File: config.mk
export PLATFORM = sky130hd
export DESIGN_NAME = msd_decoder
export DESIGN_NICKNAME = d
export VERILOG_FILES = /design/src/logic/msd_pkg.sv /design/src/logic/msd_term_array.sv /design/src/logic/msd_decoder.sv
export SDC_FILE = /design/constraint.sdc
export NUM_CORES = 1
export LEC_CHECK = 0
export ABC_AREA = 1
export BUFFER_PORTS_ARGS = -buffer_cell sky130_fd_sc_hd__buf_2
export CORE_MARGIN = 2
export CORE_UTILIZATION = 55
export DETAILED_ROUTE_END_ITERATION = 8
export GPL_TIMING_DRIVEN = 0
export MAX_ROUTING_LAYER = met4
export PLACE_DENSITY = 0.77
export SLEW_MARGIN = 10
export SYNTH_ARGS = -nofsm -noshare
export SYNTH_HDL_FRONTEND = slang
export SYNTH_SLANG_ARGS = --single-unit
File: constraint.sdc
create_clock -name I_REF_CLK -period 2.2 [get_ports I_REF_CLK]
set_input_delay 0.22 -clock I_REF_CLK [delete_from_list [all_inputs] [get_ports I_REF_CLK]]
set_output_delay 0.22 -clock I_REF_CLK [all_outputs]
set_load 0.02 [all_outputs]
File: src/logic/msd_pkg.sv
// shared constants and types of the memory space decoder
package msd_pkg;

   ////////////////////////////////////////////////////////////////////////
   // clock and standby timing
   localparam int CLK_PERIOD_NS = 4;
   localparam int STBY_TIME_NS  = 70;   // quiet time before array standby
   // a least time, so round up to whole cycles
   localparam int STBY_CYC      =
      (STBY_TIME_NS + CLK_PERIOD_NS - 1) / CLK_PERIOD_NS;
   localparam int STBY_CNT_W    = 5;

   ////////////////////////////////////////////////////////////////////////
   // configuration register window offsets (low address byte)
   localparam logic [7:0] PAGE_OFS      = 8'hE0;
   localparam logic [7:0] SPACE_MAP_OFS = 8'hE2;
   localparam logic [7:0] PAGE_RST      = 8'h00;
   localparam logic [7:0] SPACE_MAP_RST = 8'h00;

   // space map field positions
   localparam int MAP_RAM_CODE  = 0;
   localparam int MAP_SEC_CODE  = 1;
   localparam int MAP_PRIM_CODE = 2;
   localparam int MAP_SEC_DATA  = 3;
   localparam int MAP_PRIM_DATA = 4;
   localparam int MAP_PERIPHERAL_IO_MODE_ENABLE    = 7;
   localparam logic [7:0] MAP_USED_MASK = 8'h9F;  // bits 5 and 6 unused

   ////////////////////////////////////////////////////////////////////////
   // logic-array input bus layout
   localparam int BUS_W         = 73;
   localparam int BUS_ADDR_LSB  = 0;
   localparam int BUS_WR        = 16;
   localparam int BUS_RD        = 17;
   localparam int BUS_FETCH     = 18;
   localparam int BUS_RST       = 19;
   localparam int BUS_PDN       = 20;
   localparam int BUS_PORT_LSB  = 21;
   localparam int BUS_PORTD_LSB = 45;
   localparam int BUS_PAGE_LSB  = 48;
   localparam int BUS_FB_LSB    = 56;
   localparam int BUS_READY     = 72;
   localparam int EXT_ADDR_LSB  = 4;

   // control blocking bit positions
   localparam int BLK_WR        = 0;
   localparam int BLK_RD        = 1;
   localparam int BLK_FETCH     = 2;
   localparam int BLK_RST       = 3;
   localparam int BLK_PDN       = 4;

   ////////////////////////////////////////////////////////////////////////
   // product term layout of the decode array
   localparam int NUM_PRIM      = 8;
   localparam int NUM_SEC       = 4;
   localparam int PT_SECTOR     = 3;
   localparam int PT_RAM        = 2;
   localparam int NUM_PERIPH    = 2;
   localparam int T_PRIM_BASE   = 0;
   localparam int T_SEC_BASE    = T_PRIM_BASE + NUM_PRIM * PT_SECTOR;
   localparam int T_RAM_BASE    = T_SEC_BASE + NUM_SEC * PT_SECTOR;
   localparam int T_CFG         = T_RAM_BASE + PT_RAM;
   localparam int T_JTAG        = T_CFG + 1;
   localparam int T_PERIPH_BASE = T_JTAG + 1;
   localparam int NUM_TERMS     = T_PERIPH_BASE + NUM_PERIPH;

   // power state of the logic arrays
   typedef enum logic {
      PWR_ACTIVE,
      PWR_STANDBY
   } msd_pwr_type;

endpackage

File: src/logic/msd_term_array.sv
// product term array: one masked compare per term over the input bus
`timescale 1ns/1ps

module msd_term_array #(
   parameter int                   NT    = 42,
   parameter int                   BW    = 73,
   parameter logic [NT*BW-1:0]     MASK  = '0,
   parameter logic [NT*BW-1:0]     VALUE = '0,
   parameter logic [NT-1:0]        EN    = '0
) (
   // array inputs
   input  wire logic [BW-1:0]      i_bus,
   // product terms
   output logic      [NT-1:0]      o_terms
);

   ////////////////////////////////////////////////////////////////////////
   // a term with its enable low never fires, whatever its mask says
   for (genvar g = 0; g < NT; g++) begin : g_term
      assign o_terms[g] = EN[g] &
         ((i_bus & MASK[g*BW +: BW]) == VALUE[g*BW +: BW]);
   end

endmodule // msd_term_array

File: src/logic/msd_decoder.sv
// memory space decoder: space map, page register and decode array
// What this block does
// - each flash may sit in fetch space, data space or both via map; ram is always in data space, fetch via map
// - space map loads boot value, MCU may rewrite it any time
// - map bits: 0 ram fetch,1/2 sec/prim fetch,3/4 sec/prim data,7 pio
// - eight-bit page register, written and read back over data bits
// - page register answers at offset E0 in config window
// - page bits feed decode array inputs for sector and ram selects
// - page bits also go out to the general logic array
// - without fast mode, array sleeps after 70 ns quiet, adding delay
// - five blocking bits keep control signals out of the arrays
// - array input bus carries the 73 listed signals
// - extended address mode takes address bits 19 down to 4
// - eight primary and four secondary sector selects, three terms each
// - ram select from two terms, plus config window select
// - one select enables jtag on port c
// - two peripheral selects used in peripheral io mode
// - secondary sector wins over an overlapping primary sector
// - ram, io or peripheral io win over any flash sector
`timescale 1ns/1ps

module msd_decoder #(
   parameter int NT = msd_pkg::NUM_TERMS,
   parameter int BW = msd_pkg::BUS_W,
   parameter logic [NT*BW-1:0] TERM_MASK  = '0,
   parameter logic [NT*BW-1:0] TERM_VALUE = '0,
   parameter logic [NT-1:0]    TERM_EN    = '0
) (
   // clock, reset, enable
   input  wire logic         I_REF_CLK,
   input  wire logic         I_RST_N,
   input  wire logic         I_CLK_EN,
   // mcu bus pins
   input  wire logic [19:0]  I_ADDR,
   input  wire logic [7:0]   I_DATA,
   output logic      [7:0]   O_DATA,
   output logic              O_DATA_OE,
   input  wire logic         I_WRITE_STROBE_N,
   input  wire logic         I_BUS_CONTROL_LINE_1_N,
   input  wire logic         I_PROGRAM_FETCH_STROBE_N,
   input  wire logic         I_MCU_RESET_N,
   input  wire logic         I_POWER_DOWN_INPUT,
   // other array input pins
   input  wire logic [23:0]  I_PORT_MACROCELLS,
   input  wire logic [2:0]   I_PORT_D,
   input  wire logic [15:0]  I_MACROCELL_FB,
   input  wire logic         I_SECONDARY_READY,
   // configuration levels from the same clock domain
   input  wire logic [7:0]   I_SPACE_MAP_INIT,
   input  wire logic         I_EXT_ADDR_MODE,
   input  wire logic         I_FAST_MODE,
   input  wire logic [4:0]   I_CTRL_BLOCK,
   // decoded selects
   output logic      [7:0]   O_PRIMARY_SECTOR_SELECTS,
   output logic      [3:0]   O_SECONDARY_SECTOR_SELECTS,
   output logic              O_RAM_SELECT,
   output logic              O_CONFIG_REG_WINDOW,
   output logic              O_JTAG_SELECT,
   output logic      [1:0]   O_PERIPH_SELECTS,
   // state seen by other logic
   output logic      [7:0]   O_PAGE_BITS,
   output logic              O_PERIPHERAL_IO_MODE_ENABLE,
   output logic              O_ARRAY_STANDBY
);

   localparam int SYNC_W = 77;
   localparam logic [msd_pkg::STBY_CNT_W-1:0] STBY_LAST =
      msd_pkg::STBY_CNT_W'(msd_pkg::STBY_CYC - 1);

   ////////////////////////////////////////////////////////////////////////
   // pin synchroniser; strobes idle high so reset loads all ones
   logic [SYNC_W-1:0] sync1_reg;
   logic [SYNC_W-1:0] sync2_reg;
   logic [19:0]       s_addr;
   logic [7:0]        s_data;
   logic              s_wr_n;
   logic              s_rd_n;
   logic              s_fetch_n;
   logic              s_mrst_n;
   logic              s_pdn;
   logic [23:0]       s_port;
   logic [2:0]        s_portd;
   logic [15:0]       s_fb;
   logic              s_ready;

   always_ff @(posedge I_REF_CLK or negedge I_RST_N) begin
      if (!I_RST_N) begin
         sync1_reg <= '1;
         sync2_reg <= '1;
      end else if (I_CLK_EN) begin
         sync1_reg <= {I_ADDR, I_DATA, I_WRITE_STROBE_N,
                       I_BUS_CONTROL_LINE_1_N, I_PROGRAM_FETCH_STROBE_N,
                       I_MCU_RESET_N, I_POWER_DOWN_INPUT, I_PORT_MACROCELLS,
                       I_PORT_D, I_MACROCELL_FB, I_SECONDARY_READY};
         sync2_reg <= sync1_reg;
      end
   end

   assign {s_addr, s_data, s_wr_n, s_rd_n, s_fetch_n, s_mrst_n, s_pdn,
           s_port, s_portd, s_fb, s_ready} = sync2_reg;

   ////////////////////////////////////////////////////////////////////////
   // strobes as active-high levels
   logic wr_act;
   logic rd_act;
   logic fetch_act;

   assign wr_act    = ~s_wr_n;
   assign rd_act    = ~s_rd_n;
   assign fetch_act = ~s_fetch_n;

   ////////////////////////////////////////////////////////////////////////
   // array input bus; blocked controls read as inactive
   logic [7:0]    page_reg;
   logic [15:0]   arr_addr;
   logic [2:0]    arr_cntl;
   logic          arr_rst;
   logic          arr_pdn;
   logic [BW-1:0] arr_bus;

   assign arr_addr = I_EXT_ADDR_MODE ?
      s_addr[msd_pkg::EXT_ADDR_LSB +: 16] : s_addr[15:0];
   assign arr_cntl = {fetch_act & ~I_CTRL_BLOCK[msd_pkg::BLK_FETCH],
                      rd_act    & ~I_CTRL_BLOCK[msd_pkg::BLK_RD],
                      wr_act    & ~I_CTRL_BLOCK[msd_pkg::BLK_WR]};
   assign arr_rst  = ~s_mrst_n & ~I_CTRL_BLOCK[msd_pkg::BLK_RST];
   assign arr_pdn  = s_pdn & ~I_CTRL_BLOCK[msd_pkg::BLK_PDN];
   // page bits take part in the decode equations
   assign arr_bus  = {s_ready, s_fb, page_reg, s_portd, s_port,
                      arr_pdn, arr_rst, arr_cntl, arr_addr};

   ////////////////////////////////////////////////////////////////////////
   // decode array product terms
   logic [NT-1:0] terms;

   msd_term_array #(
      .NT    (NT),
      .BW    (BW),
      .MASK  (TERM_MASK),
      .VALUE (TERM_VALUE),
      .EN    (TERM_EN)
   ) u_terms (
      .i_bus   (arr_bus),
      .o_terms (terms)
   );

   // or of a group of product terms
   function automatic logic grp_any(input logic [NT-1:0] t,
                                    input int base, input int n);
      logic r;
      r = 1'b0;
      for (int k = 0; k < msd_pkg::PT_SECTOR; k++) begin
         if (k < n) begin
            r = r | t[base + k];
         end
      end
      return r;
   endfunction

   ////////////////////////////////////////////////////////////////////////
   // raw decoded selects, before space map and priority
   logic [7:0] dec_prim;
   logic [3:0] dec_sec;
   logic       dec_ram;
   logic       dec_cfg;
   logic       dec_jtag;
   logic [1:0] dec_periph;

   for (genvar p = 0; p < msd_pkg::NUM_PRIM; p++) begin : g_prim
      assign dec_prim[p] = grp_any(terms,
         msd_pkg::T_PRIM_BASE + p * msd_pkg::PT_SECTOR, msd_pkg::PT_SECTOR);
   end
   for (genvar s = 0; s < msd_pkg::NUM_SEC; s++) begin : g_sec
      assign dec_sec[s] = grp_any(terms,
         msd_pkg::T_SEC_BASE + s * msd_pkg::PT_SECTOR, msd_pkg::PT_SECTOR);
   end
   assign dec_ram    = grp_any(terms, msd_pkg::T_RAM_BASE,
                               msd_pkg::PT_RAM);
   assign dec_cfg    = terms[msd_pkg::T_CFG];
   assign dec_jtag   = terms[msd_pkg::T_JTAG];
   assign dec_periph = terms[msd_pkg::T_PERIPH_BASE +: 2];

   ////////////////////////////////////////////////////////////////////////
   // space map gating and overlap priority
   logic [7:0] space_map_reg;
   logic       ram_ok;
   logic       prim_ok;
   logic       sec_ok;
   logic [1:0] periph_next;
   logic       high_prio;
   logic [7:0] prim_next;
   logic [3:0] sec_next;
   logic       ram_next;

   // writes pass to every memory so flash commands are never masked
   assign ram_ok   = wr_act | rd_act |
                     (fetch_act & space_map_reg[msd_pkg::MAP_RAM_CODE]);
   assign prim_ok  = wr_act |
                     (fetch_act & space_map_reg[msd_pkg::MAP_PRIM_CODE]) |
                     (rd_act & space_map_reg[msd_pkg::MAP_PRIM_DATA]);
   assign sec_ok   = wr_act |
                     (fetch_act & space_map_reg[msd_pkg::MAP_SEC_CODE]) |
                     (rd_act & space_map_reg[msd_pkg::MAP_SEC_DATA]);
   assign periph_next = dec_periph &
                        {2{space_map_reg[msd_pkg::MAP_PERIPHERAL_IO_MODE_ENABLE]}};
   // priority uses the raw decode so a masked ram still hides flash
   assign high_prio = dec_ram | dec_cfg | (|periph_next);
   assign prim_next = dec_prim &
                      {8{prim_ok & ~high_prio & ~(|dec_sec)}};
   assign sec_next  = dec_sec & {4{sec_ok & ~high_prio}};
   assign ram_next  = dec_ram & ram_ok;

   ////////////////////////////////////////////////////////////////////////
   // quiet-input detection for standby
   logic [BW-1:0]                     bus_prev_reg;
   logic                              changed;
   logic [msd_pkg::STBY_CNT_W-1:0]    idle_reg;
   logic [msd_pkg::STBY_CNT_W-1:0]    idle_next;
   msd_pkg::msd_pwr_type              pwr_reg;
   msd_pkg::msd_pwr_type              pwr_next;
   logic                              upd;

   assign changed   = arr_bus != bus_prev_reg;
   assign idle_next = (changed || I_FAST_MODE) ? '0 :
                      (idle_reg == STBY_LAST) ? idle_reg : idle_reg + 1'b1;
   assign upd       = pwr_reg == msd_pkg::PWR_ACTIVE;

   // a wake costs one cycle: the selects follow the bus one edge later
   always_comb begin
      pwr_next = pwr_reg;
      case (pwr_reg)
         msd_pkg::PWR_ACTIVE: begin
            if (!I_FAST_MODE && !changed && idle_reg == STBY_LAST) begin
               pwr_next = msd_pkg::PWR_STANDBY;
            end
         end
         msd_pkg::PWR_STANDBY: begin
            if (changed || I_FAST_MODE) begin
               pwr_next = msd_pkg::PWR_ACTIVE;
            end
         end
         default: pwr_next = msd_pkg::PWR_ACTIVE;
      endcase
   end

   always_ff @(posedge I_REF_CLK or negedge I_RST_N) begin
      if (!I_RST_N) begin
         bus_prev_reg <= '0;
         idle_reg     <= '0;
         pwr_reg      <= msd_pkg::PWR_ACTIVE;
      end else if (I_CLK_EN) begin
         bus_prev_reg <= arr_bus;
         idle_reg     <= idle_next;
         pwr_reg      <= pwr_next;
      end
   end

   ////////////////////////////////////////////////////////////////////////
   // select outputs, frozen while the array sleeps
   always_ff @(posedge I_REF_CLK or negedge I_RST_N) begin
      if (!I_RST_N) begin
         O_PRIMARY_SECTOR_SELECTS   <= '0;
         O_SECONDARY_SECTOR_SELECTS <= '0;
         O_RAM_SELECT               <= 1'b0;
         O_CONFIG_REG_WINDOW        <= 1'b0;
         O_JTAG_SELECT              <= 1'b0;
         O_PERIPH_SELECTS           <= '0;
      end else if (I_CLK_EN && upd) begin
         O_PRIMARY_SECTOR_SELECTS   <= prim_next;
         O_SECONDARY_SECTOR_SELECTS <= sec_next;
         O_RAM_SELECT               <= ram_next;
         O_CONFIG_REG_WINDOW        <= dec_cfg;
         O_JTAG_SELECT              <= dec_jtag;
         O_PERIPH_SELECTS           <= periph_next;
      end
   end

   ////////////////////////////////////////////////////////////////////////
   // config window register access; writes land on the strobe's leading edge
   logic wr_prev_reg;
   logic wr_pulse;
   logic page_hit;
   logic map_hit;
   logic rd_hit;
   logic boot_pend_reg;

   assign wr_pulse = wr_act & ~wr_prev_reg;
   assign page_hit = dec_cfg && s_addr[7:0] == msd_pkg::PAGE_OFS;
   assign map_hit  = dec_cfg && s_addr[7:0] == msd_pkg::SPACE_MAP_OFS;
   assign rd_hit   = rd_act & (page_hit | map_hit);

   // boot value is taken on the first enabled edge after reset release
   always_ff @(posedge I_REF_CLK or negedge I_RST_N) begin
      if (!I_RST_N) begin
         wr_prev_reg   <= 1'b0;
         boot_pend_reg <= 1'b1;
         page_reg      <= msd_pkg::PAGE_RST;
         space_map_reg <= msd_pkg::SPACE_MAP_RST;
      end else if (I_CLK_EN) begin
         wr_prev_reg   <= wr_act;
         boot_pend_reg <= 1'b0;
         if (boot_pend_reg) begin
            space_map_reg <= I_SPACE_MAP_INIT & msd_pkg::MAP_USED_MASK;
         end else if (wr_pulse && map_hit) begin
            space_map_reg <= s_data & msd_pkg::MAP_USED_MASK;
         end
         if (wr_pulse && page_hit) begin
            page_reg <= s_data;
         end
      end
   end

   // read-back drives the data bus one edge after the synchronised read strobe hits a window register
   always_ff @(posedge I_REF_CLK or negedge I_RST_N) begin
      if (!I_RST_N) begin
         O_DATA    <= '0;
         O_DATA_OE <= 1'b0;
      end else if (I_CLK_EN) begin
         O_DATA_OE <= rd_hit;
         O_DATA    <= page_hit ? page_reg :
                      map_hit ? space_map_reg : '0;
      end
   end

   ////////////////////////////////////////////////////////////////////////
   // status outputs
   always_ff @(posedge I_REF_CLK or negedge I_RST_N) begin
      if (!I_RST_N) begin
         O_PAGE_BITS                 <= msd_pkg::PAGE_RST;
         O_PERIPHERAL_IO_MODE_ENABLE <= 1'b0;
         O_ARRAY_STANDBY             <= 1'b0;
      end else if (I_CLK_EN) begin
         O_PAGE_BITS                 <= page_reg;
         O_PERIPHERAL_IO_MODE_ENABLE <= space_map_reg[msd_pkg::MAP_PERIPHERAL_IO_MODE_ENABLE];
         O_ARRAY_STANDBY             <= pwr_next == msd_pkg::PWR_STANDBY;
      end
   end

   ////////////////////////////////////////////////////////////////////////
   // assertions
   property p_sec_wins;
      @(posedge I_REF_CLK) disable iff (!I_RST_N)
      (|O_SECONDARY_SECTOR_SELECTS) |-> O_PRIMARY_SECTOR_SELECTS == '0;
   endproperty
   a_sec_wins: assert property (p_sec_wins)
      else $error("primary and secondary sectors both selected");

   property p_high_wins;
      @(posedge I_REF_CLK) disable iff (!I_RST_N)
      (O_RAM_SELECT || O_CONFIG_REG_WINDOW || (|O_PERIPH_SELECTS)) |->
         (O_PRIMARY_SECTOR_SELECTS == '0 && O_SECONDARY_SECTOR_SELECTS == '0);
   endproperty
   a_high_wins: assert property (p_high_wins)
      else $error("flash selected under ram, io or peripheral");

   property p_prim_fetch_gate;
      @(posedge I_REF_CLK) disable iff (!I_RST_N)
      (I_CLK_EN && upd && fetch_act && !rd_act && !wr_act &&
       !space_map_reg[msd_pkg::MAP_PRIM_CODE]) |=>
         O_PRIMARY_SECTOR_SELECTS == '0;
   endproperty
   a_prim_fetch_gate: assert property (p_prim_fetch_gate)
      else $error("primary flash selected on fetch without map bit");

   property p_ram_fetch_gate;
      @(posedge I_REF_CLK) disable iff (!I_RST_N)
      (I_CLK_EN && upd && fetch_act && !rd_act && !wr_act &&
       !space_map_reg[msd_pkg::MAP_RAM_CODE]) |=> !O_RAM_SELECT;
   endproperty
   a_ram_fetch_gate: assert property (p_ram_fetch_gate)
      else $error("ram selected on fetch without map bit");

   property p_page_write;
      @(posedge I_REF_CLK) disable iff (!I_RST_N)
      (I_CLK_EN && wr_pulse && page_hit) |=> page_reg == $past(s_data);
   endproperty
   a_page_write: assert property (p_page_write)
      else $error("page register missed a write");

   property p_page_read;
      @(posedge I_REF_CLK) disable iff (!I_RST_N)
      (I_CLK_EN && rd_act && page_hit) |=>
         (O_DATA_OE && O_DATA == $past(page_reg));
   endproperty
   a_page_read: assert property (p_page_read)
      else $error("page register read-back wrong");

   property p_standby_enter;
      @(posedge I_REF_CLK) disable iff (!I_RST_N)
      (I_CLK_EN && upd && !I_FAST_MODE && !changed &&
       idle_reg == STBY_LAST) |=> (pwr_reg == msd_pkg::PWR_STANDBY);
   endproperty
   a_standby_enter: assert property (p_standby_enter)
      else $error("array did not enter standby after quiet time");

   property p_standby_hold;
      @(posedge I_REF_CLK) disable iff (!I_RST_N)
      (pwr_reg == msd_pkg::PWR_STANDBY) |=>
         ($stable(O_PRIMARY_SECTOR_SELECTS) && $stable(O_RAM_SELECT));
   endproperty
   a_standby_hold: assert property (p_standby_hold)
      else $error("selects changed while array in standby");

   property p_ext_addr;
      @(posedge I_REF_CLK) disable iff (!I_RST_N)
      I_EXT_ADDR_MODE |-> arr_bus[15:0] == s_addr[19:4];
   endproperty
   a_ext_addr: assert property (p_ext_addr)
      else $error("extended address mode not applied");

   property p_ctrl_block;
      @(posedge I_REF_CLK) disable iff (!I_RST_N)
      I_CTRL_BLOCK[msd_pkg::BLK_FETCH] |-> !arr_bus[msd_pkg::BUS_FETCH];
   endproperty
   a_ctrl_block: assert property (p_ctrl_block)
      else $error("blocked fetch strobe reached the array");

   property p_pio_gate;
      @(posedge I_REF_CLK) disable iff (!I_RST_N)
      (I_CLK_EN && upd && !space_map_reg[msd_pkg::MAP_PERIPHERAL_IO_MODE_ENABLE]) |=>
         O_PERIPH_SELECTS == '0;
   endproperty
   a_pio_gate: assert property (p_pio_gate)
      else $error("peripheral select outside peripheral io mode");

   c_ram_sel:   cover property (@(posedge I_REF_CLK) O_RAM_SELECT);
   c_sec_sel:   cover property (@(posedge I_REF_CLK)
                   |O_SECONDARY_SECTOR_SELECTS);
   c_standby:   cover property (@(posedge I_REF_CLK)
                   pwr_reg == msd_pkg::PWR_STANDBY);
   c_page_wr:   cover property (@(posedge I_REF_CLK)
                   I_CLK_EN && wr_pulse && page_hit);

endmodule // msd_decoder

Yosys cells after proc, flatten, opt, wreduce, memory -nomap -nowiden
Index checks and enable logic that the tools add are counted.
{"block": "op_classes", "muxes": 6, "n_eq_ne": 3, "add_sub_neg": 1, "n_reduce_logical": 7, "bitwise": 15}
{"cell": "$ne A65 B65 Y1", "count": 1}
{"cell": "$mux W16", "count": 1}
{"cell": "$mux W5", "count": 2}
{"cell": "$not A1 Y1", "count": 10}
{"cell": "$add A5 B1 Y5 const B", "count": 1}
{"cell": "$and A1 B1 Y1", "count": 5}
{"cell": "$eq A5 B5 Y1 const B", "count": 1}
{"cell": "$reduce_and A2 Y1", "count": 2}
{"cell": "$logic_and A1 B1 Y1", "count": 2}
{"cell": "$logic_not A1 Y1", "count": 2}
{"cell": "$mux W1", "count": 2}
{"cell": "$ne A2 B2 Y1 const B", "count": 1}
{"cell": "$pmux W1 S2", "count": 1}
{"cell": "$logic_or A1 B1 Y1", "count": 1}
{"block": "word_totals", "input_bits": 95, "output_inout_bits": 36, "reg_bits": 233}

Depth between registers and ports, before layout
Gate-level depths: netlist of the first run.
{"block": "depth", "ltp_word": 8, "depth_mapped": 15, "mapped_depth_nobuf": 14}

By module
Synthesis of the first run repeated with hierarchy kept, for this count alone.
{"block": "unflattened", "hier_cells": 1736, "hier_area_um2": 13545.5}
{"mod": "msd_decoder", "n_inst": 1, "seq_area_each_um2": 7100.6, "cells_each": 1693, "area_per_inst_um2": 13226.4}
{"mod": "msd_term_array", "n_inst": 1, "seq_area_each_um2": 0.0, "cells_each": 43, "area_per_inst_um2": 319.1}

Worst setup path after synthesis of the first run
OpenSTA, ideal clock, no wires.
{"block": "synth_timing", "path_kind": "register to register", "from": "reg sync2_reg[65]", "to": "reg idle_reg[3] (netlist bit)", "required_ps": 2134, "t_arrival_ps": 1454, "stages_incl_launch_ff": 13, "path_buffers": 0, "slack_ps": 680, "cell_sequence": "dfstp_2 > inv_1 > o21ai_0 > nand2_1 > nand2_1 > nand2_1 > nor2_1 > nand2_1 > nor2_1 > nand2_1 > nand2_2 > nand3_1 > nand2_1"}
{"block": "synth_via", "elab_chain_cells": 5, "word_cells_on_any_way": 6, "cone_classes": "2 x eq/ne; 2 x mux; 2 x reduce/logical"}
{"element": "from (decl)", "line": "msd_decoder.sv:73", "source": "logic [SYNC_W-1:0] sync2_reg;"}
{"element": "from (signal assigned)", "line": "msd_decoder.sv:95", "source": "sync2_reg <= sync1_reg;"}
{"element": "$mux W16 *", "line": "msd_decoder.sv:121", "source": "assign arr_addr = I_EXT_ADDR_MODE ?"}
{"element": "$ne A65 B65 Y1 *", "line": "msd_decoder.sv:223", "source": "assign changed = arr_bus != bus_prev_reg;"}
{"element": "$logic_or A1 B1 Y1 *", "line": "msd_decoder.sv:224", "source": "assign idle_next = (changed || I_FAST_MODE) ? '0 :"}
{"element": "$ne A2 B2 Y1 (no line)"}
{"element": "$reduce_and A2 Y1 (no line)"}
{"element": "to (signal assigned)", "line": "msd_decoder.sv:253", "source": "idle_reg <= idle_next;"}
{"element": "to (decl)", "line": "msd_decoder.sv:217", "source": "logic [msd_pkg::STBY_CNT_W-1:0] idle_reg;"}
Every way passes the cells marked *; elsewhere a longest branch is shown, timed or not.
A chain may end at the register's enable or synchronous reset.

Worst setup path in the final report of the first run
{"block": "layout_timing", "from": "reg sync2_reg[65]", "to": "reg idle_reg[1] (netlist bit)"}
The elaborated chain is that of the path after synthesis.

==> results of run 1 <==
[Yosys cell counts]
cell / number
a21oi_1: 2
a31oi_1: 2
buf_1: 1
buf_2: 14
buf_4: 35
buf_6: 1
clkbuf_1: 31
conb_1: 1
dfrtp_1: 73
dfstp_2: 139
ha_1: 2
inv_1: 131
inv_2: 3
nand2_1: 559
nand2_2: 1
nand3_1: 20
nand3b_1: 4
nand4_1: 1
nor2_1: 37
nor3_1: 1
nor4_1: 1
o211ai_1: 2
o21a_1: 1
o21ai_0: 128
o21ai_1: 8
o21bai_1: 1
xnor2_1: 14
xor2_1: 3
[per-layer routing]
| metal | track usage | vias up | share of wire |
|---|---|---|---|
| met5 | - | - | 0 |
| met4 | 0.07102 | 0 | 0.024 |
| met3 | 0.05148 | 47 | 0.059 |
| met2 | 0.4453 | 233 | 0.49 |
| li1 | - | 4043 | - |
| met1 | 0.3333 | 3852 | 0.43 |
[worst min-delay path: cells and delay by family]
| family | cells | cell delay [ps] |
|---|---|---|
| simple gates | 2 | 130 |
| buf+inv | 1 | 80 |
| compound gates | 1 | 70 |
[repair_timing]
item | 4_1_cts | 5_1_grt
resized for setup | 0 | 0
endpoints found under the setup margin | 0 | 0
hold buffers | 71 | 0
hold endpoints to repair | 94 | 0
[cell type report]
class,count,share of cell area
Sequential cell,212,0.4550
Multi-Input combinational cell,821,0.2845
Timing Repair Buffer,151,0.09496
Clock buffer,34,0.05455
Inverter,134,0.04177
Buffer,82,0.03855
Tap cell,225,0.02338
Clock inverter,7,0.007377
[metrics by stage]
step | instances | setup TNS, ps | instance area, um2
2_1_floorplan | 1249 | 0 | 9872
6_report | 1666 | 0 | 12040
3_3_place_gp | 1553 | -367810 | 10550
4_1_cts | 1666 | 0 | 12040
3_5_place_dp | 1554 | 0 | 10590
5_1_grt | 1666 | 0 | 12040
[kinds of logic (layout without fill, tap and decap cells)]
family | Yosys count | count (layout) | synth area share
AO/OA/AOI/OAI | 144 | 144 | 0.07521
adder cells (fa/ha/maj) | 2 | 2 | 0.002567
flip-flops | 212 | 212 | 0.5621
XOR/XNOR | 17 | 17 | 0.01527
other | 1 | 34 | 0.0003847
buffers and inverters | 216 | 408 | 0.09922
AND/OR/NAND/NOR | 624 | 624 | 0.2453
[power by group]
part           leakage (nW)  internal, mW  total [mW]  switching (mW)
registers              2.39          4.51        4.78           0.272
logic                  3.33         0.565        1.44           0.871
clock network         0.368          2.30        3.82            1.52
total                  6.09          7.37        10.0            2.66
[worst max path at each step]
stage	start	end	slack [ps]
final	sync2_reg[65]	idle_reg[1]	290
after global routing	sync2_reg[65]	idle_reg[4]	70
after CTS	sync2_reg[65]	idle_reg[4]	290
after detailed placement	sync2_reg[65]	idle_reg[0]	320
after global placement	I_RST_N	bus_prev_reg[64]	-2570
after floorplan	sync2_reg[65]	idle_reg[3]	680
==> impl_metrics.toml, run 1 <==
[sta]
grt_setup_unrepaired = "no"
setup_viol_count_final = 0
worstMarginPinSlew_ps = 774.5
slew_violations = 0
max_freq_mhz = 524.7
worst_hold_slack_ps = 37.68
slew_headroom = 0.4837
post-route-period-util = 0.8663
fin_ws_ps = 294.2
period_minus_slack_ps = 1906
fin_worst_skew_ps = 13.12
report.final.hold_viol_count = 0

[place]
post-dp-hpwl_um = 15230
post-place-ws_ps = 320.6
numPortBuffers = 79
gp_congestion = 0.8779

[setup_path]
rrSetupSlack_ps = 290
path_buf_inv = 1
path_cells = "inv_1, o21ai_0, nand2_1, nand2_1, nand2_1, nor2_1, nand2_1, nor2_1, nand2_1, nand2_2, nand3_1, nand2_1"
critPathRequiredTime_ps = 2640
critPathSlowestCell = "dfstp_2"
critical_path.max_stage_delay_ps = 510
r2r_cells = 12
r2r-start = "sync2_reg[65]"
end_kind = "flip-flop"
path_class = "flip-flop to flip-flop"
cp_num_cells = 12
cp.arrival_ps = 2340
cp_max_fo = 5
worst_setup_path_start_kind = "flip-flop"
path_delay_family = "simple AND/OR/NAND/NOR gates"
crit-reg2reg-capture = "idle_reg[1]"
crit_path_frequent_cell = "nand2_1"

[final_layout]
multi_input_area_um2 = 3426
ff_latch_area_um2 = 5479
syn2layout_area_growth_pct = 23.54
final_cell_mix = "nand2_1, dfstp_2, inv_1"
n_fill_cell = 1348
nets = 1522
antenna_cells = 0
drive_gt1_frac = 0.2130
final_core_util = 0.6963
layout.cells.most_common = "nand2_1"

[clock_network]
h-tree-depth = 1
cts_buffers = 23
cts-root-buf = "clkbuf_16"
clk_pin_slew_worst_paths_ps = 70
clkSinkCount = 212
cts_tree = "built"
post_cts_buffers = 0
cts.path.max_buffers = 3
clock_latency_ps = 500

[die]
die_area_um2 = 18800
die_w_um = 137.1
io-pin-count = 131
rows = 48
start_util = 0.5636
die_h_um = 137.1
core_um2 = 17300

[job]
drv_cap = 0

[synth]
ys_seq_area_frac = 0.5621
synth_cells = 1216
synthTopCellsByArea = "dfstp_2, nand2_1, dfrtp_1"
yosys_warnings = 0
synth_area_per_cell_um2 = 8.017
yosys.area.top_type_share = 0.3747
yosys.area.top_type = "dfstp_2"
synth_cell_types = 28
ys_ff_latch = 212
syn_area_um2 = 9748

[hold_path]
holdCritStartpoint = "I_CTRL_BLOCK[3]"
hp-class = "input port to flip-flop"
worstHoldPathCells = 4
whs_endpoint = "bus_prev_reg[19]"

[global_route]
antenna_found_initial = 0
grt_pass1_wl_um = 38260
grt_overflow = 0
grt_pass1_vias = 7935
grtUsageTotal = 0.2663
grt_max_degree = 108

[routing]
via_per_inst = 4.907
routedWlPerCell_um = 13.91
routed_wl_um = 23180
ant_nets = 0
drt-pass1-iter-count = 5
drc = 0
vias = 8175
drtIter0Drc = 495

[power_and_ir_drop]
design_power_total_mw = 10.03
vdd_ir_drop_max_v = 0.0006629
p_leak_nw = 6.088
p_per_area_nw_per_um2 = 833.1

[outcome]
status = "finished clean"
(Power assumes the default switching activity.)
==> inputs of run 2 (changes only) <==
--- a/config.mk
+++ b/config.mk
@@ -9,6 +9,7 @@
 export BUFFER_PORTS_ARGS = -buffer_cell sky130_fd_sc_hd__buf_2
 export CORE_MARGIN = 2
 export CORE_UTILIZATION = 55
+export CTS_BUF_LIST = sky130_fd_sc_hd__clkbuf_16
 export DETAILED_ROUTE_END_ITERATION = 8
 export GPL_TIMING_DRIVEN = 0
 export MAX_ROUTING_LAYER = met4
==> constraint.sdc (replaced) <==
create_clock -name I_REF_CLK -period 2.2 [get_ports I_REF_CLK]
set_input_delay 0.22 -clock I_REF_CLK [delete_from_list [all_inputs] [get_ports I_REF_CLK]]
set_output_delay 0.22 -clock I_REF_CLK [all_outputs]
set_load 0.05 [all_outputs]
==> run 2 against run 1 <==
Final cell count stayed put. Sequential share of layout area rose by 0.15 points. Global-route usage shrank 0.24 points. Maximum frequency decreased by 0.97%. Worst setup slack lost 19 ps. Design area decreased by 0.33%. Critical path depth unchanged. Die area unchanged. Sequential power is essentially flat. Critical endpoint is now idle_reg[4]. Largest cell class unchanged. Largest power group unchanged. Highest routed layer unchanged.
==> impl_metrics.toml, run 2 (same netlist as run 1, synthesis figures left out) <==
[die]
die_h_um = 137.1
die_w_um = 137.1
start_util = 0.5636
rows = 48
io-pin-count = 131
core_um2 = 17300
die_area_um2 = 18800

[power_and_ir_drop]
p_per_area_nw_per_um2 = 826.4
internal_power_mw = 7.198
comb_power_share = 0.152
power_switching_mw = 2.721
switching_share = 0.2743
design_power_total_mw = 9.919
p_clk_frac = 0.366
pwr-share-seq = 0.482
vdd_ir_drop_max_v = 0.0006532
p_leak_nw = 6.095

[place]
postPlaceCellArea_um2 = 10590
post-dp-hpwl_um = 15230
gp_congestion = 0.8779
numPortBuffers = 79

[sta]
slew_headroom = 0.4870
setup_viol_count_final = 0
grt_setup_unrepaired = "no"
report.final.hold_viol_count = 0
max_freq_mhz = 519.6
post-route-period-util = 0.8748
worstMarginPinSlew_ps = 769.6
fin_worst_skew_ps = 9.683
period_minus_slack_ps = 1925
slew_violations = 0

[setup_path]
crit_path_frequent_cell = "nand2_1"
cp.arrival_ps = 2360
critPathSlowestCell = "dfstp_2"
worst_setup_path_start_kind = "flip-flop"
path_cells = "inv_1, o21ai_0, nand2_1, nand2_1, nand2_1, nor2_1, nand2_1, nor2_1, nand2_1, nand2_2, nand3_1, nand2_1"
critPathRequiredTime_ps = 2640
end_kind = "flip-flop"
path_class = "flip-flop to flip-flop"
critical_path.max_stage_delay_ps = 510
cp_max_fo = 5

[routing]
ant_nets = 0
drt-pass1-iter-count = 6
vias = 8124
routed_wl_um = 23020
drtIter0Drc = 492
drc = 0
via_per_inst = 4.876
routedWlPerCell_um = 13.82

[global_route]
met1_usage = 0.3338
grt_pass1_vias = 7859
use_met3 = 0.04704
antenna_found_initial = 0
grtUsageTotal = 0.2639
busiest_layer = "met2"
grt_pass1_wl_um = 37940
grt_overflow = 0
grt_max_degree = 108
grt_use_met2 = 0.4414

[final_layout]
n_fill_cell = 1364
multi_input_area_um2 = 3426
syn2layout_area_growth_pct = 23.13
nets = 1522
layout.cells.most_common = "nand2_1"
ff_latch_area_um2 = 5479
final_cell_mix = "nand2_1, dfstp_2, inv_1"
antenna_cells = 0
drive_gt1_frac = 0.2103
final_core_util = 0.6939
stdcell_area_um2 = 12000

[clock_network]
h-tree-depth = 1
clkSinkCount = 212
cts-root-buf = "clkbuf_16"
clock_latency_ps = 500
cts_tree = "built"
cts_buffers = 23
cts_repair_resize_count = 0
cts.path.max_buffers = 3
clk_pin_slew_worst_paths_ps = 60

[hold_path]
hp-class = "input port to flip-flop"

[job]
drv_cap = 0

[outcome]
status = "finished clean"
-- run 2: repair_timing --
action | in CTS | in global routing
hold buffers | 71 | 0
setup buffers | 0 | 0
endpoints found under the hold margin | 94 | 0
-- run 2: layout make-up --
| cell class | instances | area share |
|---|---|---|
| Sequential cell | 212 | 0.4565 |
| Multi-Input combinational cell | 821 | 0.2854 |
| Timing Repair Buffer | 151 | 0.09528 |
| Clock buffer | 23 | 0.04795 |
| Inverter | 134 | 0.04191 |
| Buffer | 82 | 0.03867 |
| Tap cell | 225 | 0.02345 |
| Clock inverter | 18 | 0.01084 |
-- run 2: path summary, 6_finish.rpt --
kind                                 start                to  cells past startpoint  slack, ps
max                          sync2_reg[65]       idle_reg[4]                     12        280
min                        I_CTRL_BLOCK[0]  bus_prev_reg[16]                      4         40
max reg2reg                  sync2_reg[65]       idle_reg[4]                     12        280
min reg2reg                  sync1_reg[75]     sync2_reg[75]                      2        460
max in group asynchronous          I_RST_N      sync1_reg[0]                      3        850
min in group asynchronous          I_RST_N  bus_prev_reg[38]                      2        380
-- run 2: power by group through the flow --
stage               registers, mW  clock network [mW]  logic (mW)
global placement             4.81                   0        1.35
floorplan                    4.75                   0        1.01
CTS                          4.77                3.68        1.51
global route                 4.83                3.84        1.74
finish                       4.78                3.63        1.51
detailed placement           4.83                   0        1.41
-- run 2: worst max-delay path, delay by kind of cell, from the launching register on --
kind                   cells  cell delay (ps)
AO/OA/AOI/OAI              1              330
buffers and inverters      1               50
flip-flops                 1              510
AND/OR/NAND/NOR           10              970
-- run 2: layer usage --
layer,routed length [um],vias up
met4,524,0
li1,-,4046
met1,10150,3828
met5,0,-
met3,1170,46
met2,11170,204
-- run 2: stage by stage --
stage / cells / setup slack, ps / hold slack (ps) / setup TNS (ps)
CTS: 1666 / 294.6 / 32.27 / 0
global route: 1666 / 67.40 / 63.68 / 0
detailed placement: 1554 / 320.6 / 333.1 / 0
global placement: 1553 / -2572 / 419.8 / -367810
finish: 1666 / 275.5 / 39.28 / 0
floorplan: 1249 / 679.8 / -75.59 / 0
